## config.mk

```make
export PLATFORM = sky130hd
export DESIGN_NAME = cmsr_regs
export DESIGN_NICKNAME = d
export VERILOG_FILES = /design/src/hdl/cmsr_pkg.sv /design/src/hdl/cmsr_fault_if.sv /design/src/hdl/cmsr_fault_filter.sv /design/src/hdl/cmsr_regs.sv
export VERILOG_INCLUDE_DIRS = /design/src /design/src/hdl
export SDC_FILE = /design/constraint.sdc
export NUM_CORES = 1
export LEC_CHECK = 0
export BUFFER_PORTS_ARGS = -buffer_cell sky130_fd_sc_hd__buf_2
export CORE_ASPECT_RATIO = 0.7
export CORE_MARGIN = 2
export CORE_UTILIZATION = 28
export DETAILED_ROUTE_END_ITERATION = 16
export GPL_TIMING_DRIVEN = 0
export PLACE_DENSITY = 0.55
export SYNTH_ARGS = -nofsm -noshare
export SYNTH_HDL_FRONTEND = slang
export SYNTH_SLANG_ARGS = --single-unit
```

## constraint.sdc

```tcl
create_clock -name mclk -period 2.5 [get_ports mclk]
set_input_delay 0.25 -clock mclk [delete_from_list [all_inputs] [get_ports mclk]]
set_output_delay 0.25 -clock mclk [all_outputs]
set_load 0.01 [all_outputs]
```

## src/hdl/cmsr_defines.svh

```systemverilog
/*
  Offsets, field positions, reset values and timing counts for the charger
  measurement and status register bank.
  Assumes a 50 MHz system clock and 8-bit register addresses.
*/
`ifndef CMSR_DEFINES_SVH
`define CMSR_DEFINES_SVH

`define CMSR_DEV_ADDR 7'h2a
`define CMSR_CHANNELS 7

`define CMSR_OFF_CTRL 8'h06
`define CMSR_OFF_CONV 8'h07
`define CMSR_OFF_VIN_HI 8'h13
`define CMSR_OFF_VIN_LO 8'h14
`define CMSR_OFF_IIN_HI 8'h15
`define CMSR_OFF_IIN_LO 8'h16
`define CMSR_OFF_VOUT_HI 8'h17
`define CMSR_OFF_VOUT_LO 8'h18
`define CMSR_OFF_VDROP_HI 8'h19
`define CMSR_OFF_VDROP_LO 8'h1a
`define CMSR_OFF_VBAT_HI 8'h1b
`define CMSR_OFF_VBAT_LO 8'h1c
`define CMSR_OFF_TIN_HI 8'h1f
`define CMSR_OFF_TIN_LO 8'h20
`define CMSR_OFF_TBAT_HI 8'h21
`define CMSR_OFF_TBAT_LO 8'h22
`define CMSR_OFF_TDIE 8'h23
`define CMSR_OFF_STA 8'h24
`define CMSR_OFF_STB 8'h25
`define CMSR_OFF_RLIM 8'h26
`define CMSR_OFF_RTIM 8'h27
`define CMSR_OFF_OVTIM 8'h28

`define CMSR_RST_CTRL 8'h2a
`define CMSR_RST_CONV 8'h8f
`define CMSR_RST_RLIM 8'h01
`define CMSR_RST_RTIM 8'h03
`define CMSR_RST_OVTIM 8'h0c
`define CMSR_RST_RES 8'h00
`define CMSR_RST_TS_HI 8'h03
`define CMSR_RST_TS_LO 8'h84

`define CMSR_CHG_BIT 4
`define CMSR_MODE_BIT 2
`define CMSR_SEL_HI 3
`define CMSR_SEL_LO 2
`define CMSR_DIS_EN_BIT 1
`define CMSR_DIS_W_BIT 0
`define CMSR_RLIM_MAX 4'h8

`define CMSR_CLK_MHZ 50
`define CMSR_TICK_NS 111
`define CMSR_TICK_CYC ((`CMSR_TICK_NS * `CMSR_CLK_MHZ + 999) / 1000)
`define CMSR_FILT_MAX 6'h20
`define CMSR_REV_LONG_US 16
`define CMSR_REV_SHORT_US 8
`define CMSR_OV_LONG_US 8
`define CMSR_OV_SHORT_US 4
`define CMSR_US_CYC(us) ((us) * `CMSR_CLK_MHZ)

`endif

```

## src/hdl/cmsr_pkg.sv

```systemverilog
/*
  Types shared by the register bank and its fault filters.
  Assumes nothing beyond the defines header.
*/
`default_nettype none
package cmsr_pkg;
  typedef enum logic [2:0] {
    cmsr_idle = 3'b000,
    cmsr_addr = 3'b001,
    cmsr_addr_ack = 3'b011,
    cmsr_wr = 3'b010,
    cmsr_wr_ack = 3'b110,
    cmsr_rd = 3'b111,
    cmsr_rd_ack = 3'b101
  } cmsr_port_state_t;
  typedef logic [12:0] cmsr_mag_t;
  typedef logic [7:0] cmsr_byte_t;
endpackage
`default_nettype wire

```

## src/hdl/cmsr_fault_if.sv

```systemverilog
/*
  Carrier between the register bank and one fault filter.
  Assumes both ends run on the same clock.
*/
`default_nettype none
interface cmsr_fault_if;
  logic tick;
  logic raw;
  logic [1:0] sel;
  logic dis_en;
  logic dis_short;
  logic fault;
  logic pulse;
  modport filt (input tick, raw, sel, dis_en, dis_short,
                output fault, pulse);
  modport ctl (output tick, raw, sel, dis_en, dis_short,
               input fault, pulse);
endinterface
`default_nettype wire

```

## src/hdl/cmsr_fault_filter.sv

```systemverilog
/*
  Deglitch filter and fast-discharge pulse generator for one fault.
  Assumes a one-cycle tick every 120 ns (111 ns rounded up to six cycles) from the bank's divider.
*/
`include "cmsr_defines.svh"
`default_nettype none
module cmsr_fault_filter
  import cmsr_pkg::*;
#(
  parameter logic [9:0] LONG_CYC = 10'd800,
  parameter logic [9:0] SHORT_CYC = 10'd400
) (
  // Clock and reset
  input wire logic mclk,
  input wire logic rst_n,
  // Link to the bank
  cmsr_fault_if.filt f
);
  logic [5:0] count;
  logic [5:0] next_count;
  logic [5:0] target;
  logic fault_q;
  logic next_fault;
  logic [9:0] pcnt;
  logic [9:0] next_pcnt;
  logic pulse_q;
  logic next_pulse;

  always_comb begin
    target = `CMSR_FILT_MAX >> f.sel;
    next_count = count;
    // Restart as soon as the raw condition drops
    if (!f.raw) begin
      next_count = 6'h00;
    end else if (f.tick && count != target) begin
      next_count = count + 6'h01;
    end
    next_fault = f.raw && (next_count == target);
    next_pcnt = pcnt;
    if (next_fault && !fault_q && f.dis_en) begin
      next_pcnt = f.dis_short ? SHORT_CYC : LONG_CYC;
    end else if (pcnt != 10'h000) begin
      next_pcnt = pcnt - 10'h001;
    end
    next_pulse = next_pcnt != 10'h000;
  end

  always_ff @(posedge mclk or negedge rst_n) begin
    if (!rst_n) begin
      count <= 6'h00;
      fault_q <= 1'b0;
      pcnt <= 10'h000;
      pulse_q <= 1'b0;
    end else begin
      count <= next_count;
      fault_q <= next_fault;
      pcnt <= next_pcnt;
      pulse_q <= next_pulse;
    end
  end

  assign f.fault = fault_q;
  assign f.pulse = pulse_q;
endmodule
`default_nettype wire

```

## src/hdl/cmsr_regs.sv

```systemverilog
/*
  Measurement, status and protection-control register bank reached over
  the two-wire serial port, with deglitch and fast-discharge control.
  Assumes all inputs are synchronous to mclk and that the converter holds
  its result inputs stable from one valid strobe to the next.
*/
`include "cmsr_defines.svh"
`default_nettype none
// Summary of operation
// Input voltage: 13-bit mV, split, sign bit7
// Input current: 1 mA, same split, sign
// Dropout high byte: two magnitude bits, sign
// Temperature sense: 4-bit high, resets 03/84
// Die temperature: unsigned byte, reset zero
// Status A bit7: input over-voltage
// Status A bits 6,5,3: linear regulation
// Status A bits 2,1: sense over-temperature
// Status A bit0 reverse current, switch off
// Status B bit7: low charge alarm
// Status B bit6: single-shot conversion done
// Status B bits 5,4: dropout alarms
// Status B bits 3,2: input/battery present
// Status B bit1: thermal shutdown
// Status B bit0: forward over-current
// Reverse threshold 4 bits, max 8, reset 1
// Reverse deglitch select, 32..4 ticks, default 00
// Reverse discharge pulse 16/8 us, enabled
// Over-voltage deglitch same encoding, default 11
// Over-voltage discharge pulse 8/4 us, disabled
// Mode bit: single-shot or continuous conversion
// Charge enable cleared by reset, faults
// Deglitch counts ticks, restarts on drop
// Result pairs update together, never torn
module cmsr_regs
  import cmsr_pkg::*;
#(
  parameter logic [6:0] DEV_ADDR = `CMSR_DEV_ADDR
) (
  // Clock and reset
  input wire logic mclk,
  input wire logic rst_n,
  // Two-wire serial port
  input wire logic scl_in,
  input wire logic sda_in,
  output logic sda_out,
  output logic sda_oe,
  // Converter results
  input wire logic meas_valid,
  input wire logic [6:0] meas_sign,
  input wire logic [6:0][12:0] meas_mag,
  input wire logic [7:0] die_temp,
  output logic convert_continuous,
  // Comparator levels
  input wire logic input_overvoltage_raw,
  input wire logic reverse_current_raw,
  input wire logic input_current_regulating_flag,
  input wire logic battery_voltage_regulating_flag,
  input wire logic output_voltage_regulating_flag,
  input wire logic input_side_overtemp_flag,
  input wire logic battery_side_overtemp_flag,
  input wire logic low_current_raw,
  input wire logic dropout_alarm_flag,
  input wire logic dropout_overvoltage_flag,
  input wire logic input_present_flag,
  input wire logic battery_present_flag,
  input wire logic thermal_shutdown_flag,
  input wire logic forward_overcurrent_flag,
  input wire logic switch_off_event,
  // Switch control
  output logic charge_switch_enable,
  output logic [3:0] reverse_overcurrent_threshold,
  output logic [1:0] fast_discharge_output
);
  localparam int CH = `CMSR_CHANNELS;
  localparam logic [7:0] HI_OFF [CH] = '{`CMSR_OFF_VIN_HI,
    `CMSR_OFF_IIN_HI, `CMSR_OFF_VOUT_HI, `CMSR_OFF_VDROP_HI,
    `CMSR_OFF_VBAT_HI, `CMSR_OFF_TIN_HI, `CMSR_OFF_TBAT_HI};
  localparam logic [7:0] LO_OFF [CH] = '{`CMSR_OFF_VIN_LO,
    `CMSR_OFF_IIN_LO, `CMSR_OFF_VOUT_LO, `CMSR_OFF_VDROP_LO,
    `CMSR_OFF_VBAT_LO, `CMSR_OFF_TIN_LO, `CMSR_OFF_TBAT_LO};
  localparam logic [4:0] HI_MASK [CH] = '{5'h1f, 5'h1f, 5'h1f, 5'h03,
    5'h1f, 5'h0f, 5'h0f};
  localparam logic [7:0] HI_RST [CH] = '{`CMSR_RST_RES, `CMSR_RST_RES,
    `CMSR_RST_RES, `CMSR_RST_RES, `CMSR_RST_RES, `CMSR_RST_TS_HI,
    `CMSR_RST_TS_HI};
  localparam logic [7:0] LO_RST [CH] = '{`CMSR_RST_RES, `CMSR_RST_RES,
    `CMSR_RST_RES, `CMSR_RST_RES, `CMSR_RST_RES, `CMSR_RST_TS_LO,
    `CMSR_RST_TS_LO};
  localparam logic [2:0] TICK_LAST = 3'(`CMSR_TICK_CYC - 1);

  // Serial port state
  cmsr_port_state_t state;
  cmsr_port_state_t next_state;
  cmsr_byte_t sh;
  cmsr_byte_t next_sh;
  cmsr_byte_t ptr;
  cmsr_byte_t next_ptr;
  cmsr_byte_t rd_byte;
  logic [3:0] cnt;
  logic [3:0] next_cnt;
  logic ptr_phase;
  logic next_ptr_phase;
  logic rw;
  logic next_rw;
  logic next_oe;
  logic busy;
  logic next_busy;
  logic scl_q;
  logic sda_q;
  logic rise;
  logic fall;
  logic start_c;
  logic stop_c;
  logic wr_en;
  logic rd_load;

  // Control registers
  cmsr_byte_t ctrl;
  cmsr_byte_t next_ctrl;
  cmsr_byte_t conv;
  cmsr_byte_t next_conv;
  logic [3:0] rlim;
  logic [3:0] next_rlim;
  cmsr_byte_t rtim;
  cmsr_byte_t next_rtim;
  cmsr_byte_t ovtim;
  cmsr_byte_t next_ovtim;
  logic fault_off;

  // Results and status
  cmsr_byte_t res_hi [CH];
  cmsr_byte_t next_res_hi [CH];
  cmsr_byte_t res_lo [CH];
  cmsr_byte_t next_res_lo [CH];
  cmsr_byte_t cap_hi [CH];
  cmsr_byte_t cap_lo [CH];
  cmsr_byte_t tdie;
  cmsr_byte_t next_tdie;
  logic pending;
  logic next_pending;
  logic update;
  cmsr_byte_t sta;
  cmsr_byte_t next_sta;
  cmsr_byte_t stb;
  cmsr_byte_t next_stb;
  logic adc_done;
  logic next_adc_done;

  // Tick divider and filters
  logic [2:0] div;
  logic [2:0] next_div;
  logic tick;
  logic [1:0] flt_raw;
  logic [1:0] flt_fault;
  logic [1:0][7:0] flt_tim;

  // Capture values per channel, narrowed to each channel's field
  for (genvar k = 0; k < CH; k++) begin : g_ch
    assign cap_hi[k] = {meas_sign[k], 2'b00,
                        meas_mag[k][12:8] & HI_MASK[k]};
    assign cap_lo[k] = meas_mag[k][7:0];
  end

  // Bit 1 handles reverse current, bit 0 input over-voltage
  assign flt_raw = {reverse_current_raw, input_overvoltage_raw};
  assign flt_tim = {rtim, ovtim};
  for (genvar k = 0; k < 2; k++) begin : g_flt
    cmsr_fault_if fif ();
    assign fif.tick = tick;
    assign fif.raw = flt_raw[k];
    assign fif.sel = flt_tim[k][`CMSR_SEL_HI:`CMSR_SEL_LO];
    assign fif.dis_en = flt_tim[k][`CMSR_DIS_EN_BIT];
    assign fif.dis_short = flt_tim[k][`CMSR_DIS_W_BIT];
    assign flt_fault[k] = fif.fault;
    assign fast_discharge_output[k] = fif.pulse;
    cmsr_fault_filter #(
      .LONG_CYC(10'(`CMSR_US_CYC(k == 1 ? `CMSR_REV_LONG_US
                                        : `CMSR_OV_LONG_US))),
      .SHORT_CYC(10'(`CMSR_US_CYC(k == 1 ? `CMSR_REV_SHORT_US
                                         : `CMSR_OV_SHORT_US)))
    ) u_filter (
      .mclk(mclk),
      .rst_n(rst_n),
      .f(fif.filt)
    );
  end

  // Read multiplexer; unmapped offsets read as zero
  always_comb begin
    rd_byte = 8'h00;
    for (int k = 0; k < CH; k++) begin
      if (ptr == HI_OFF[k]) begin
        rd_byte = res_hi[k];
      end
      if (ptr == LO_OFF[k]) begin
        rd_byte = res_lo[k];
      end
    end
    case (ptr)
      `CMSR_OFF_CTRL: rd_byte = ctrl;
      `CMSR_OFF_CONV: rd_byte = conv;
      `CMSR_OFF_TDIE: rd_byte = tdie;
      `CMSR_OFF_STA: rd_byte = sta;
      `CMSR_OFF_STB: rd_byte = stb;
      `CMSR_OFF_RLIM: rd_byte = {4'h0, rlim};
      `CMSR_OFF_RTIM: rd_byte = rtim;
      `CMSR_OFF_OVTIM: rd_byte = ovtim;
      default: ;
    endcase
  end

  // Serial port
  always_comb begin
    rise = scl_in && !scl_q;
    fall = !scl_in && scl_q;
    start_c = scl_in && scl_q && sda_q && !sda_in;
    stop_c = scl_in && scl_q && !sda_q && sda_in;
    next_state = state;
    next_sh = sh;
    next_cnt = cnt;
    next_ptr = ptr;
    next_ptr_phase = ptr_phase;
    next_rw = rw;
    next_oe = sda_oe;
    next_busy = busy;
    wr_en = 1'b0;
    rd_load = 1'b0;
    if (start_c) begin
      next_state = cmsr_addr;
      next_cnt = 4'h0;
      next_busy = 1'b1;
      next_oe = 1'b0;
      next_ptr_phase = 1'b1;
    end else if (stop_c) begin
      next_state = cmsr_idle;
      next_busy = 1'b0;
      next_oe = 1'b0;
    end else begin
      case (state)
        cmsr_addr, cmsr_wr: begin
          if (rise) begin
            next_sh = {sh[6:0], sda_in};
            next_cnt = cnt + 4'h1;
          end else if (fall && cnt == 4'h8) begin
            next_cnt = 4'h0;
            if (state == cmsr_wr) begin
              next_state = cmsr_wr_ack;
              next_oe = 1'b1;
              wr_en = !ptr_phase;
              next_ptr_phase = 1'b0;
              next_ptr = ptr_phase ? sh : ptr + 8'h01;
            end else if (sh[7:1] == DEV_ADDR) begin
              next_state = cmsr_addr_ack;
              next_oe = 1'b1;
              next_rw = sh[0];
            end else begin
              next_state = cmsr_idle;
            end
          end
        end
        cmsr_addr_ack, cmsr_rd_ack: begin
          if (rise && state == cmsr_rd_ack && sda_in) begin
            // Master refused the byte: release and wait for stop
            next_state = cmsr_idle;
          end else if (fall && (rw || state == cmsr_rd_ack)) begin
            rd_load = 1'b1;
            next_state = cmsr_rd;
            next_sh = rd_byte;
            next_oe = !rd_byte[7];
            next_ptr = ptr + 8'h01;
          end else if (fall) begin
            next_state = cmsr_wr;
            next_oe = 1'b0;
          end
        end
        cmsr_wr_ack: begin
          if (fall) begin
            next_state = cmsr_wr;
            next_oe = 1'b0;
          end
        end
        cmsr_rd: begin
          if (fall && cnt == 4'h7) begin
            next_state = cmsr_rd_ack;
            next_oe = 1'b0;
            next_cnt = 4'h0;
          end else if (fall) begin
            next_sh = {sh[6:0], 1'b0};
            next_oe = !sh[6];
            next_cnt = cnt + 4'h1;
          end
        end
        cmsr_idle: ;
        default: next_state = cmsr_idle;
      endcase
    end
  end

  always_ff @(posedge mclk or negedge rst_n) begin
    if (!rst_n) begin
      state <= cmsr_idle;
      sh <= 8'h00;
      cnt <= 4'h0;
      ptr <= 8'h00;
      ptr_phase <= 1'b0;
      rw <= 1'b0;
      sda_oe <= 1'b0;
      busy <= 1'b0;
      scl_q <= 1'b1;
      sda_q <= 1'b1;
    end else begin
      state <= next_state;
      sh <= next_sh;
      cnt <= next_cnt;
      ptr <= next_ptr;
      ptr_phase <= next_ptr_phase;
      rw <= next_rw;
      sda_oe <= next_oe;
      busy <= next_busy;
      scl_q <= scl_in;
      sda_q <= sda_in;
    end
  end

  // Open drain: the line is only ever pulled low
  assign sda_out = 1'b0;

  // Control registers
  always_comb begin
    next_ctrl = ctrl;
    next_conv = conv;
    next_rlim = rlim;
    next_rtim = rtim;
    next_ovtim = ovtim;
    fault_off = flt_fault[1] || flt_fault[0] || thermal_shutdown_flag ||
                forward_overcurrent_flag || switch_off_event;
    if (wr_en) begin
      case (ptr)
        `CMSR_OFF_CTRL: next_ctrl = sh;
        `CMSR_OFF_CONV: next_conv = sh;
        `CMSR_OFF_RLIM: next_rlim = (sh[3:0] > `CMSR_RLIM_MAX) ?
                                    `CMSR_RLIM_MAX : sh[3:0];
        `CMSR_OFF_RTIM: next_rtim = sh;
        `CMSR_OFF_OVTIM: next_ovtim = sh;
        default: ;
      endcase
    end
    // Safety first: a fault beats a host write of the enable
    if (fault_off) begin
      next_ctrl[`CMSR_CHG_BIT] = 1'b0;
    end
  end

  always_ff @(posedge mclk or negedge rst_n) begin
    if (!rst_n) begin
      ctrl <= `CMSR_RST_CTRL;
      conv <= `CMSR_RST_CONV;
      rlim <= 4'(`CMSR_RST_RLIM);
      rtim <= `CMSR_RST_RTIM;
      ovtim <= `CMSR_RST_OVTIM;
    end else begin
      ctrl <= next_ctrl;
      conv <= next_conv;
      rlim <= next_rlim;
      rtim <= next_rtim;
      ovtim <= next_ovtim;
    end
  end

  assign charge_switch_enable = ctrl[`CMSR_CHG_BIT];
  assign convert_continuous = conv[`CMSR_MODE_BIT];
  assign reverse_overcurrent_threshold = rlim;

  // Results and status
  always_comb begin
    // Hold results while a transfer is open so pairs never tear
    update = (meas_valid || pending) && !busy;
    next_pending = (meas_valid || pending) && busy;
    next_res_hi = res_hi;
    next_res_lo = res_lo;
    next_tdie = tdie;
    if (update) begin
      next_res_hi = cap_hi;
      next_res_lo = cap_lo;
      next_tdie = die_temp;
    end
    next_adc_done = adc_done;
    if (rd_load && ptr == `CMSR_OFF_STB) begin
      next_adc_done = 1'b0;
    end
    if (update && !convert_continuous) begin
      next_adc_done = 1'b1;
    end
    next_sta = {flt_fault[0], input_current_regulating_flag,
                battery_voltage_regulating_flag, 1'b0,
                output_voltage_regulating_flag,
                input_side_overtemp_flag, battery_side_overtemp_flag,
                flt_fault[1]};
    next_stb = {charge_switch_enable && low_current_raw,
                next_adc_done, dropout_alarm_flag,
                dropout_overvoltage_flag, input_present_flag,
                battery_present_flag, thermal_shutdown_flag,
                forward_overcurrent_flag};
  end

  always_ff @(posedge mclk or negedge rst_n) begin
    if (!rst_n) begin
      res_hi <= HI_RST;
      res_lo <= LO_RST;
      tdie <= 8'h00;
      pending <= 1'b0;
      adc_done <= 1'b0;
      sta <= 8'h00;
      stb <= 8'h00;
    end else begin
      res_hi <= next_res_hi;
      res_lo <= next_res_lo;
      tdie <= next_tdie;
      pending <= next_pending;
      adc_done <= next_adc_done;
      sta <= next_sta;
      stb <= next_stb;
    end
  end

  // 111 ns tick, rounded up so no deglitch ends early
  always_comb begin
    tick = div == TICK_LAST;
    next_div = tick ? 3'h0 : div + 3'h1;
  end

  always_ff @(posedge mclk or negedge rst_n) begin
    if (!rst_n) begin
      div <= 3'h0;
    end else begin
      div <= next_div;
    end
  end
endmodule
`default_nettype wire

```

**Word level (Yosys, flattened, before mapping)**

Cells that the tools add are included.

- Equal/unequal tests: 55
- Div/mod/pow operators: 0
- $add $sub $neg: 7
- $lt $le $gt $ge: 1
- Mux-type cells: 94
- Bitwise logic cells: 4
- Reductions and logical operators: 72
- Multiply operators: 0
- Shift-type cells: 2

Operator list:

| operator | number |
|---|---|
| 8-bit 2-to-1 mux | 25 |
| 8-bit by 5-bit == test with 1-bit output (second input constant) | 11 |
| 8-bit by 6-bit == test with 1-bit output (second input constant) | 9 |
| 8-bit case mux with 8 select lines | 1 |
| 10-bit 2-to-1 mux | 5 |
| 10-bit nonzero test | 4 |
| 1-bit 2-to-1 mux | 33 |
| 3-bit 2-to-1 mux | 10 |
| 4-bit 2-to-1 mux | 7 |
| 1-bit logical AND | 25 |
| 6-bit 2-to-1 mux | 4 |
| 4-bit inequality test (second input constant) | 6 |
| 8-bit case mux with 3 select lines | 1 |
| 10-bit by 1-bit subtractor with 10-bit output (second input constant) | 2 |
| 2-bit inequality test (second input constant) | 9 |
| 8-bit by 3-bit == test with 1-bit output (second input constant) | 2 |
| 8-bit case mux with 2 select lines | 1 |
| 8-bit AND reduction | 2 |
| 3-bit case mux with 5 select lines | 1 |
| 2-bit nonzero test | 7 |
| 6-bit by 1-bit adder with 6-bit output (second input constant) | 2 |
| 3-bit == test (second input constant) | 4 |
| 6-bit == test | 2 |
| 6-bit inequality test | 2 |
| 30 further kinds | 60 |

- Bits in read-only memories: 0
- Memory bits (writable): 0
- Logic and storage cells: 279
- Bits of input ports: 126
- Output and inout port bits: 10
- Bits in latches: 0
- Memories kept: 0
- Register bits after elaboration: 222

**Longest topological paths before layout**

- Depth after elaboration: 22
- Mapped depth: 13
- Mapped depth without buffers: 11

**Hierarchy**

From an unflattened synthesis, not the netlist that was laid out.

- Cell total of the unflattened synthesis: 1125
- Area, all modules: 11980.2 um^2

Modules (own cells, without submodules):

| module | cells an instance | times used | area each (um^2) | seq. area each (um^2) |
|---|---|---|---|---|
| cmsr_regs | 857 | 1 | 9469.1 | 4658.2 |
| cmsr_fault_filter (g_flt[0].u_filter) | 136 | 1 | 1260.0 | 450.4 |
| cmsr_fault_filter (g_flt[1].u_filter) | 132 | 1 | 1251.2 | 450.4 |

**Least setup slack after synthesis**

OpenSTA, ideal clock, no wires.

- Path kind: register to register
- From: register rtim[3]
- To: register g_flt[1].u_filter.pcnt[7]
- Data arrival time: 2.507 ns
- Buffers on the path: 2
- Clock period less this slack: 2.634 ns
- Stages on the path, launching flop included: 11
- Data required time: 2.373 ns
- Setup time: 0.127 ns
- Slack: -0.134 ns
- Path through: dfrtp_1 -> buf_2 -> o21ai_0 -> a2bb2oi_2 -> a211oi_1 -> xor2_1 -> and2_1 -> mux2_2 -> nor4_4 -> buf_6 -> mux2_1

- Word-level cells in the longest chain between the ends: 10

RTL lines:

| element | line | RTL |
|---|---|---|
| start, declared | cmsr_regs.sv:124 | `cmsr_byte_t rtim;` |
| start signal, assigned | cmsr_regs.sv:359 | `` rtim <= `CMSR_RST_RTIM; `` |
| start signal, assigned | cmsr_regs.sv:365 | `rtim <= next_rtim;` |
| 6-bit by 2-bit >> shifter with 6-bit output (no line) | n/a |  |
| 6-bit inequality test | cmsr_fault_filter.sv:35 | `end else if (f.tick && count != target) begin` |
| 1-bit logical AND | cmsr_fault_filter.sv:35 |  |
| 6-bit 2-to-1 mux | cmsr_fault_filter.sv:35 |  |
| 6-bit 2-to-1 mux | cmsr_fault_filter.sv:33 | `if (!f.raw) begin` |
| named net g_flt[1].u_filter.next_count[3] | cmsr_fault_filter.sv:20 | `logic [5:0] next_count;` |
| 6-bit == test | cmsr_fault_filter.sv:38 | `next_fault = f.raw && (next_count == target);` |
| 1-bit logical AND | cmsr_fault_filter.sv:38 |  |
| 1-bit logical AND (2 in a row) | cmsr_fault_filter.sv:40 | `if (next_fault && !fault_q && f.dis_en) begin` |
| 10-bit 2-to-1 mux | cmsr_fault_filter.sv:40 |  |
| named net g_flt[1].u_filter.next_pcnt[7] | cmsr_fault_filter.sv:25 | `logic [9:0] next_pcnt;` |
| end signal, assigned | cmsr_fault_filter.sv:57 | `pcnt <= next_pcnt;` |
| end, declared | cmsr_fault_filter.sv:24 | `logic [9:0] pcnt;` |

The timed path passes the listed nets, and every way through them passes these cells.
A chain may end at the register's enable or synchronous reset.

**Final worst setup path**

- From: register ptr[1]
- To: register sh[0]

- Word-level cells in the longest chain between the ends: 19
- Elaborated cells between the ends (all ways): 40
- Those cells by class: eq/ne: 22; mux: 18

RTL lines:

| element | line | RTL |
|---|---|---|
| start, declared | cmsr_regs.sv:96 | `cmsr_byte_t ptr;` |
| start signal, assigned | cmsr_regs.sv:315 | `ptr <= next_ptr;` |
| 8-bit by 5-bit == test with 1-bit output | cmsr_regs.sv:192 | `if (ptr == HI_OFF[k]) begin` |
| 8-bit 2-to-1 mux | cmsr_regs.sv:192 |  |
| 8-bit 2-to-1 mux | cmsr_regs.sv:195 | `if (ptr == LO_OFF[k]) begin` |
| 8-bit 2-to-1 mux | cmsr_regs.sv:192 |  |
| 8-bit 2-to-1 mux | cmsr_regs.sv:195 |  |
| 8-bit 2-to-1 mux | cmsr_regs.sv:192 |  |
| 8-bit 2-to-1 mux | cmsr_regs.sv:195 |  |
| 8-bit 2-to-1 mux | cmsr_regs.sv:192 |  |
| [... 3 more ...] | n/a |  |
| 8-bit 2-to-1 mux | cmsr_regs.sv:192 |  |
| 8-bit 2-to-1 mux | cmsr_regs.sv:195 |  |
| 8-bit 2-to-1 mux | cmsr_regs.sv:192 |  |
| 8-bit 2-to-1 mux | cmsr_regs.sv:195 |  |
| 8-bit case mux with 8 select lines (*) | cmsr_regs.sv:199 | `case (ptr)` |
| 8-bit 2-to-1 mux (*) | cmsr_regs.sv:265 | `end else if (fall && (rw \|\| state == cmsr_rd_ack)) begin` |
| 8-bit 2-to-1 mux (*) | cmsr_regs.sv:262 | `if (rise && state == cmsr_rd_ack && sda_in) begin` |
| 8-bit case mux with 3 select lines (*) | cmsr_regs.sv:239 | `case (state)` |
| end signal, assigned | cmsr_regs.sv:313 | `sh <= next_sh;` |
| end, declared | cmsr_regs.sv:94 | `cmsr_byte_t sh;` |

Mark *: on every way between the ends. The rest lies on a longest branch, timed or not. The select of a mux whose other input is x is not followed.

==> impl_metrics.py <==
metrics = {
    "worst_setup_path": {
        "rr_endpoint": "sh[0]",
        "path_class": "flip-flop to flip-flop",
        "crit_required_ps": 2910,
        "reg2reg_slack_ps": -210,
        "worstPathArrival_ps": 3120,
        "crit_fanout": 10,
        "reg2reg_depth": 12,
        "crit_path_end": "sh[0]",
        "cp-start-kind": "flip-flop",
        "crit_path_start": "ptr[1]",
        "crit_path_end_kind": "flip-flop",
        "r2r_start": "ptr[1]",
    },
    "placement": {
        "gp_congestion": 0.8954,
        "post-dp-hpwl_mm": 26.26,
        "port_buffers": 129,
    },
    "job": {
        "cap_violations": 0,
    },
    "global_routing": {
        "grt_pass1_vias": 10370,
        "grt_pass1_wl_mm": 59.91,
        "grt_antenna_before_repair": 2,
        "grt_max_degree": 119,
        "grt_overflow": 0,
        "grtUsageTotal_pct": 17.86,
    },
    "timing": {
        "worst_pin_slew_ps": 865.2,
        "rsz0062_at_grt": "true",
        "final.setup_skew_ps": 16.53,
        "holdWs_ps": 29.27,
        "timing.setup.tns_ps": -2243,
        "fin_crit_ps": 2710,
        "slew_headroom_pct": 42.32,
        "drv_slew": 0,
        "hold_viol": 0,
        "setup_viol": 22,
        "period_share_pct": 108.4,
        "max_freq_mhz": 369.0,
        "layout_setup_ws_ps": -210.3,
    },
    "drt": {
        "first_iter_violations": 727,
        "drc": 0,
        "wire_per_inst_um": 19.40,
        "vias_per_cell": 5.152,
        "firstDrtPassIters": 8,
        "drtAntennaViolNets": 0,
        "wirelength_mm": 39.10,
        "dr_total_vias": 10380,
    },
    "synth": {
        "synth_seq_cells": 221,
        "synth_area_mm2": 0.01162,
        "yosys.cell_types.count": 93,
        "synth_fp_nets": 1247,
        "yosys-top-cells-count": "dfrtp_1, mux2_2, nand2_1",
        "synthFlopType": "dfrtp_1",
        "ys_async_sr_fraction_pct": 100.0,
        "synth_cells": 1109,
        "syn_avg_cell_area_um2": 10.48,
        "ys.warnings.count": 0,
        "ys_seq_area_share_pct": 47.83,
        "yosysMostFrequentCell": "dfrtp_1",
        "yosys.area.top_type": "dfrtp_1",
        "synth_edf_count": 0,
        "synth_area_leaders": "dfrtp_1, mux2_2, dfstp_2",
        "synth_top_cell_area_share_pct": 42.63,
    },
    "floorplan": {
        "die_h_um": 174.5,
        "die_w_um": 247.5,
        "rows": 62,
        "boundaryPins": 136,
        "coreArea_mm2": 0.04096,
        "initial_core_util_pct": 28.38,
        "die_area_mm2": 0.04318,
    },
    "outcome": {
        "status": "finished with violations",
        "violations": "setup timing",
    },
    "cts": {
        "clkLatencyLatePin_ps": 550,
        "clkSlewWorstSetupHoldPaths_ps": 60,
        "numCtsBuffers": 25,
        "cts.root.buffer_cell": "clkbuf_16",
        "clock_sinks": 221,
        "cts.path.max_buffers": 3,
        "cts_tree": "done",
        "htreeDepth": 1,
    },
    "pwr": {
        "ir_drop_mv": 0.4272,
        "cellPowerDensity_mw_per_mm2": 639.1,
        "leakage_nw": 6.839,
    },
    "worst_hold_path": {
        "hold_class": "input port to flip-flop",
        "min_from": "reverse_current_raw",
    },
    "final_layout": {
        "synthToLayoutAreaGrowth_pct": 42.71,
        "layout.nets": 1590,
        "fill_cells": 3965,
        "layout-drive-gt1-share_pct": 40.20,
    },
}
==> state kept, by name, indices dropped and copies added, names as in the netlist, 12 cells and up <==
register	cells
g_flt.u_filter.pcnt	20
res_lo	56
res_hi	37
g_flt.u_filter.count	12
==> metrics by stage <==
step	cell area (um2)	power, mW	cells	utilization, %	worst slack [ps]
global route	16590	11.10	2015	40.49	-344.8
detailed placement	13020	6.466	1783	31.78	-1234
global placement	12980	6.424	1782	31.69	-2926
finish	16590	10.60	2015	40.49	-210.3
floorplan	11650	5.733	1109	-	-25.67
CTS	15930	10.60	1989	38.89	-240.2
==> worst min path at each step <==
stage | endpoint | slack, ps | cells after the start
2_1_floorplan | busy | -50 | 0
3_3_place_gp | sta[1] | 360 | 1
3_5_place_dp | g_flt[1].u_filter.f.pulse | 360 | 1
4_1_cts | g_flt[1].u_filter.count[1] | 4 | 2
5_1_grt | g_flt[1].u_filter.count[1] | 30 | 2
6_report | g_flt[1].u_filter.count[1] | 30 | 2
==> report_power, final <==
part	internal, mW	switching (mW)
combinational	1.00	0.893
sequential	4.25	0.577
clock	2.30	1.58
==> repair_timing <==
item / in CTS / in global routing
hold endpoints to repair: 206 / 0
hold buffers: 118 / 0
endpoints found under the setup margin: 69 / 142
pin swaps: 40 / 65
setup buffers: 48 / 26
gates resized for setup: 142 / 120
==> metal layers <==
metal | GRT usage (%) | vias up | share of wire [%] | wire length (um)
met5 | 0 | - | 0 | 0
met4 | 4.466 | 0 | 2.0 | 785
met3 | 5.172 | 54 | 8.1 | 3162
met2 | 25.34 | 333 | 43 | 16800
met1 | 26.36 | 5225 | 47 | 18350
li1 | - | 4770 | - | -
==> critical path, stage by stage (launching register included) <==
cell	delay [ps]
dfrtp_1	400
buf_4	130
ha_2	260
inv_1	110
buf_4	210
and3_1	190
a21oi_1	180
o32ai_1	110
o21ai_2	270
a31oi_1	150
o21ai_2	250
and3_1	190
o221ai_1	110
==> layout by cell type, fill, tap and decap left out, types with 10 or more instances in the layout <==
master | Yosys | routed
dfrtp_1 | 198 | 191
buf_2 | 10 | 130
mux2_2 | 135 | 126
dlygate4sd3_1 | 0 | 118
nand2_1 | 87 | 82
buf_4 | 4 | 66
a21oi_1 | 75 | 65
nor2_1 | 69 | 51
o21ai_0 | 61 | 45
inv_1 | 31 | 27
clkbuf_1 | 45 | 25
clkbuf_16 | 0 | 25
buf_6 | 4 | 24
dfstp_2 | 23 | 23
nand3_1 | 26 | 21
nor3_1 | 25 | 21
nor2_4 | 1 | 12
xnor2_1 | 12 | 12
a31oi_1 | 13 | 12
nand2b_1 | 18 | 10
nor2b_1 | 12 | 10
nand4_1 | 10 | 10
or3_1 | 15 | 10
mux2_4 | 0 | 10
==> layout make-up <==
class | count | area (um2) | share of cell area [%]
timing repair buffer | 321 | 2512 | 15.15
buffer | 61 | 429.2 | 2.588
tap | 544 | 680.7 | 4.104
inverter | 33 | 145.1 | 0.8751
antenna | 1 | 2.502 | 0.01509
multi-input combinational | 789 | 6395 | 38.56
clock inverter | 12 | 147.6 | 0.8902
sequential | 221 | 5568 | 33.57
clock buffer | 33 | 705.7 | 4.255
==> kinds of logic after synthesis <==
family / Yosys count / synth area share, %
compound gates: 280 / 16.40
xor+xnor: 19 / 1.432
fa+ha+maj: 13 / 1.378
buf+inv: 99 / 3.692
flops: 221 / 47.83
mux: 146 / 14.07
other cells: 1 / 0.03227
simple gates: 330 / 15.17
Power figures use the tool's default switching activity.
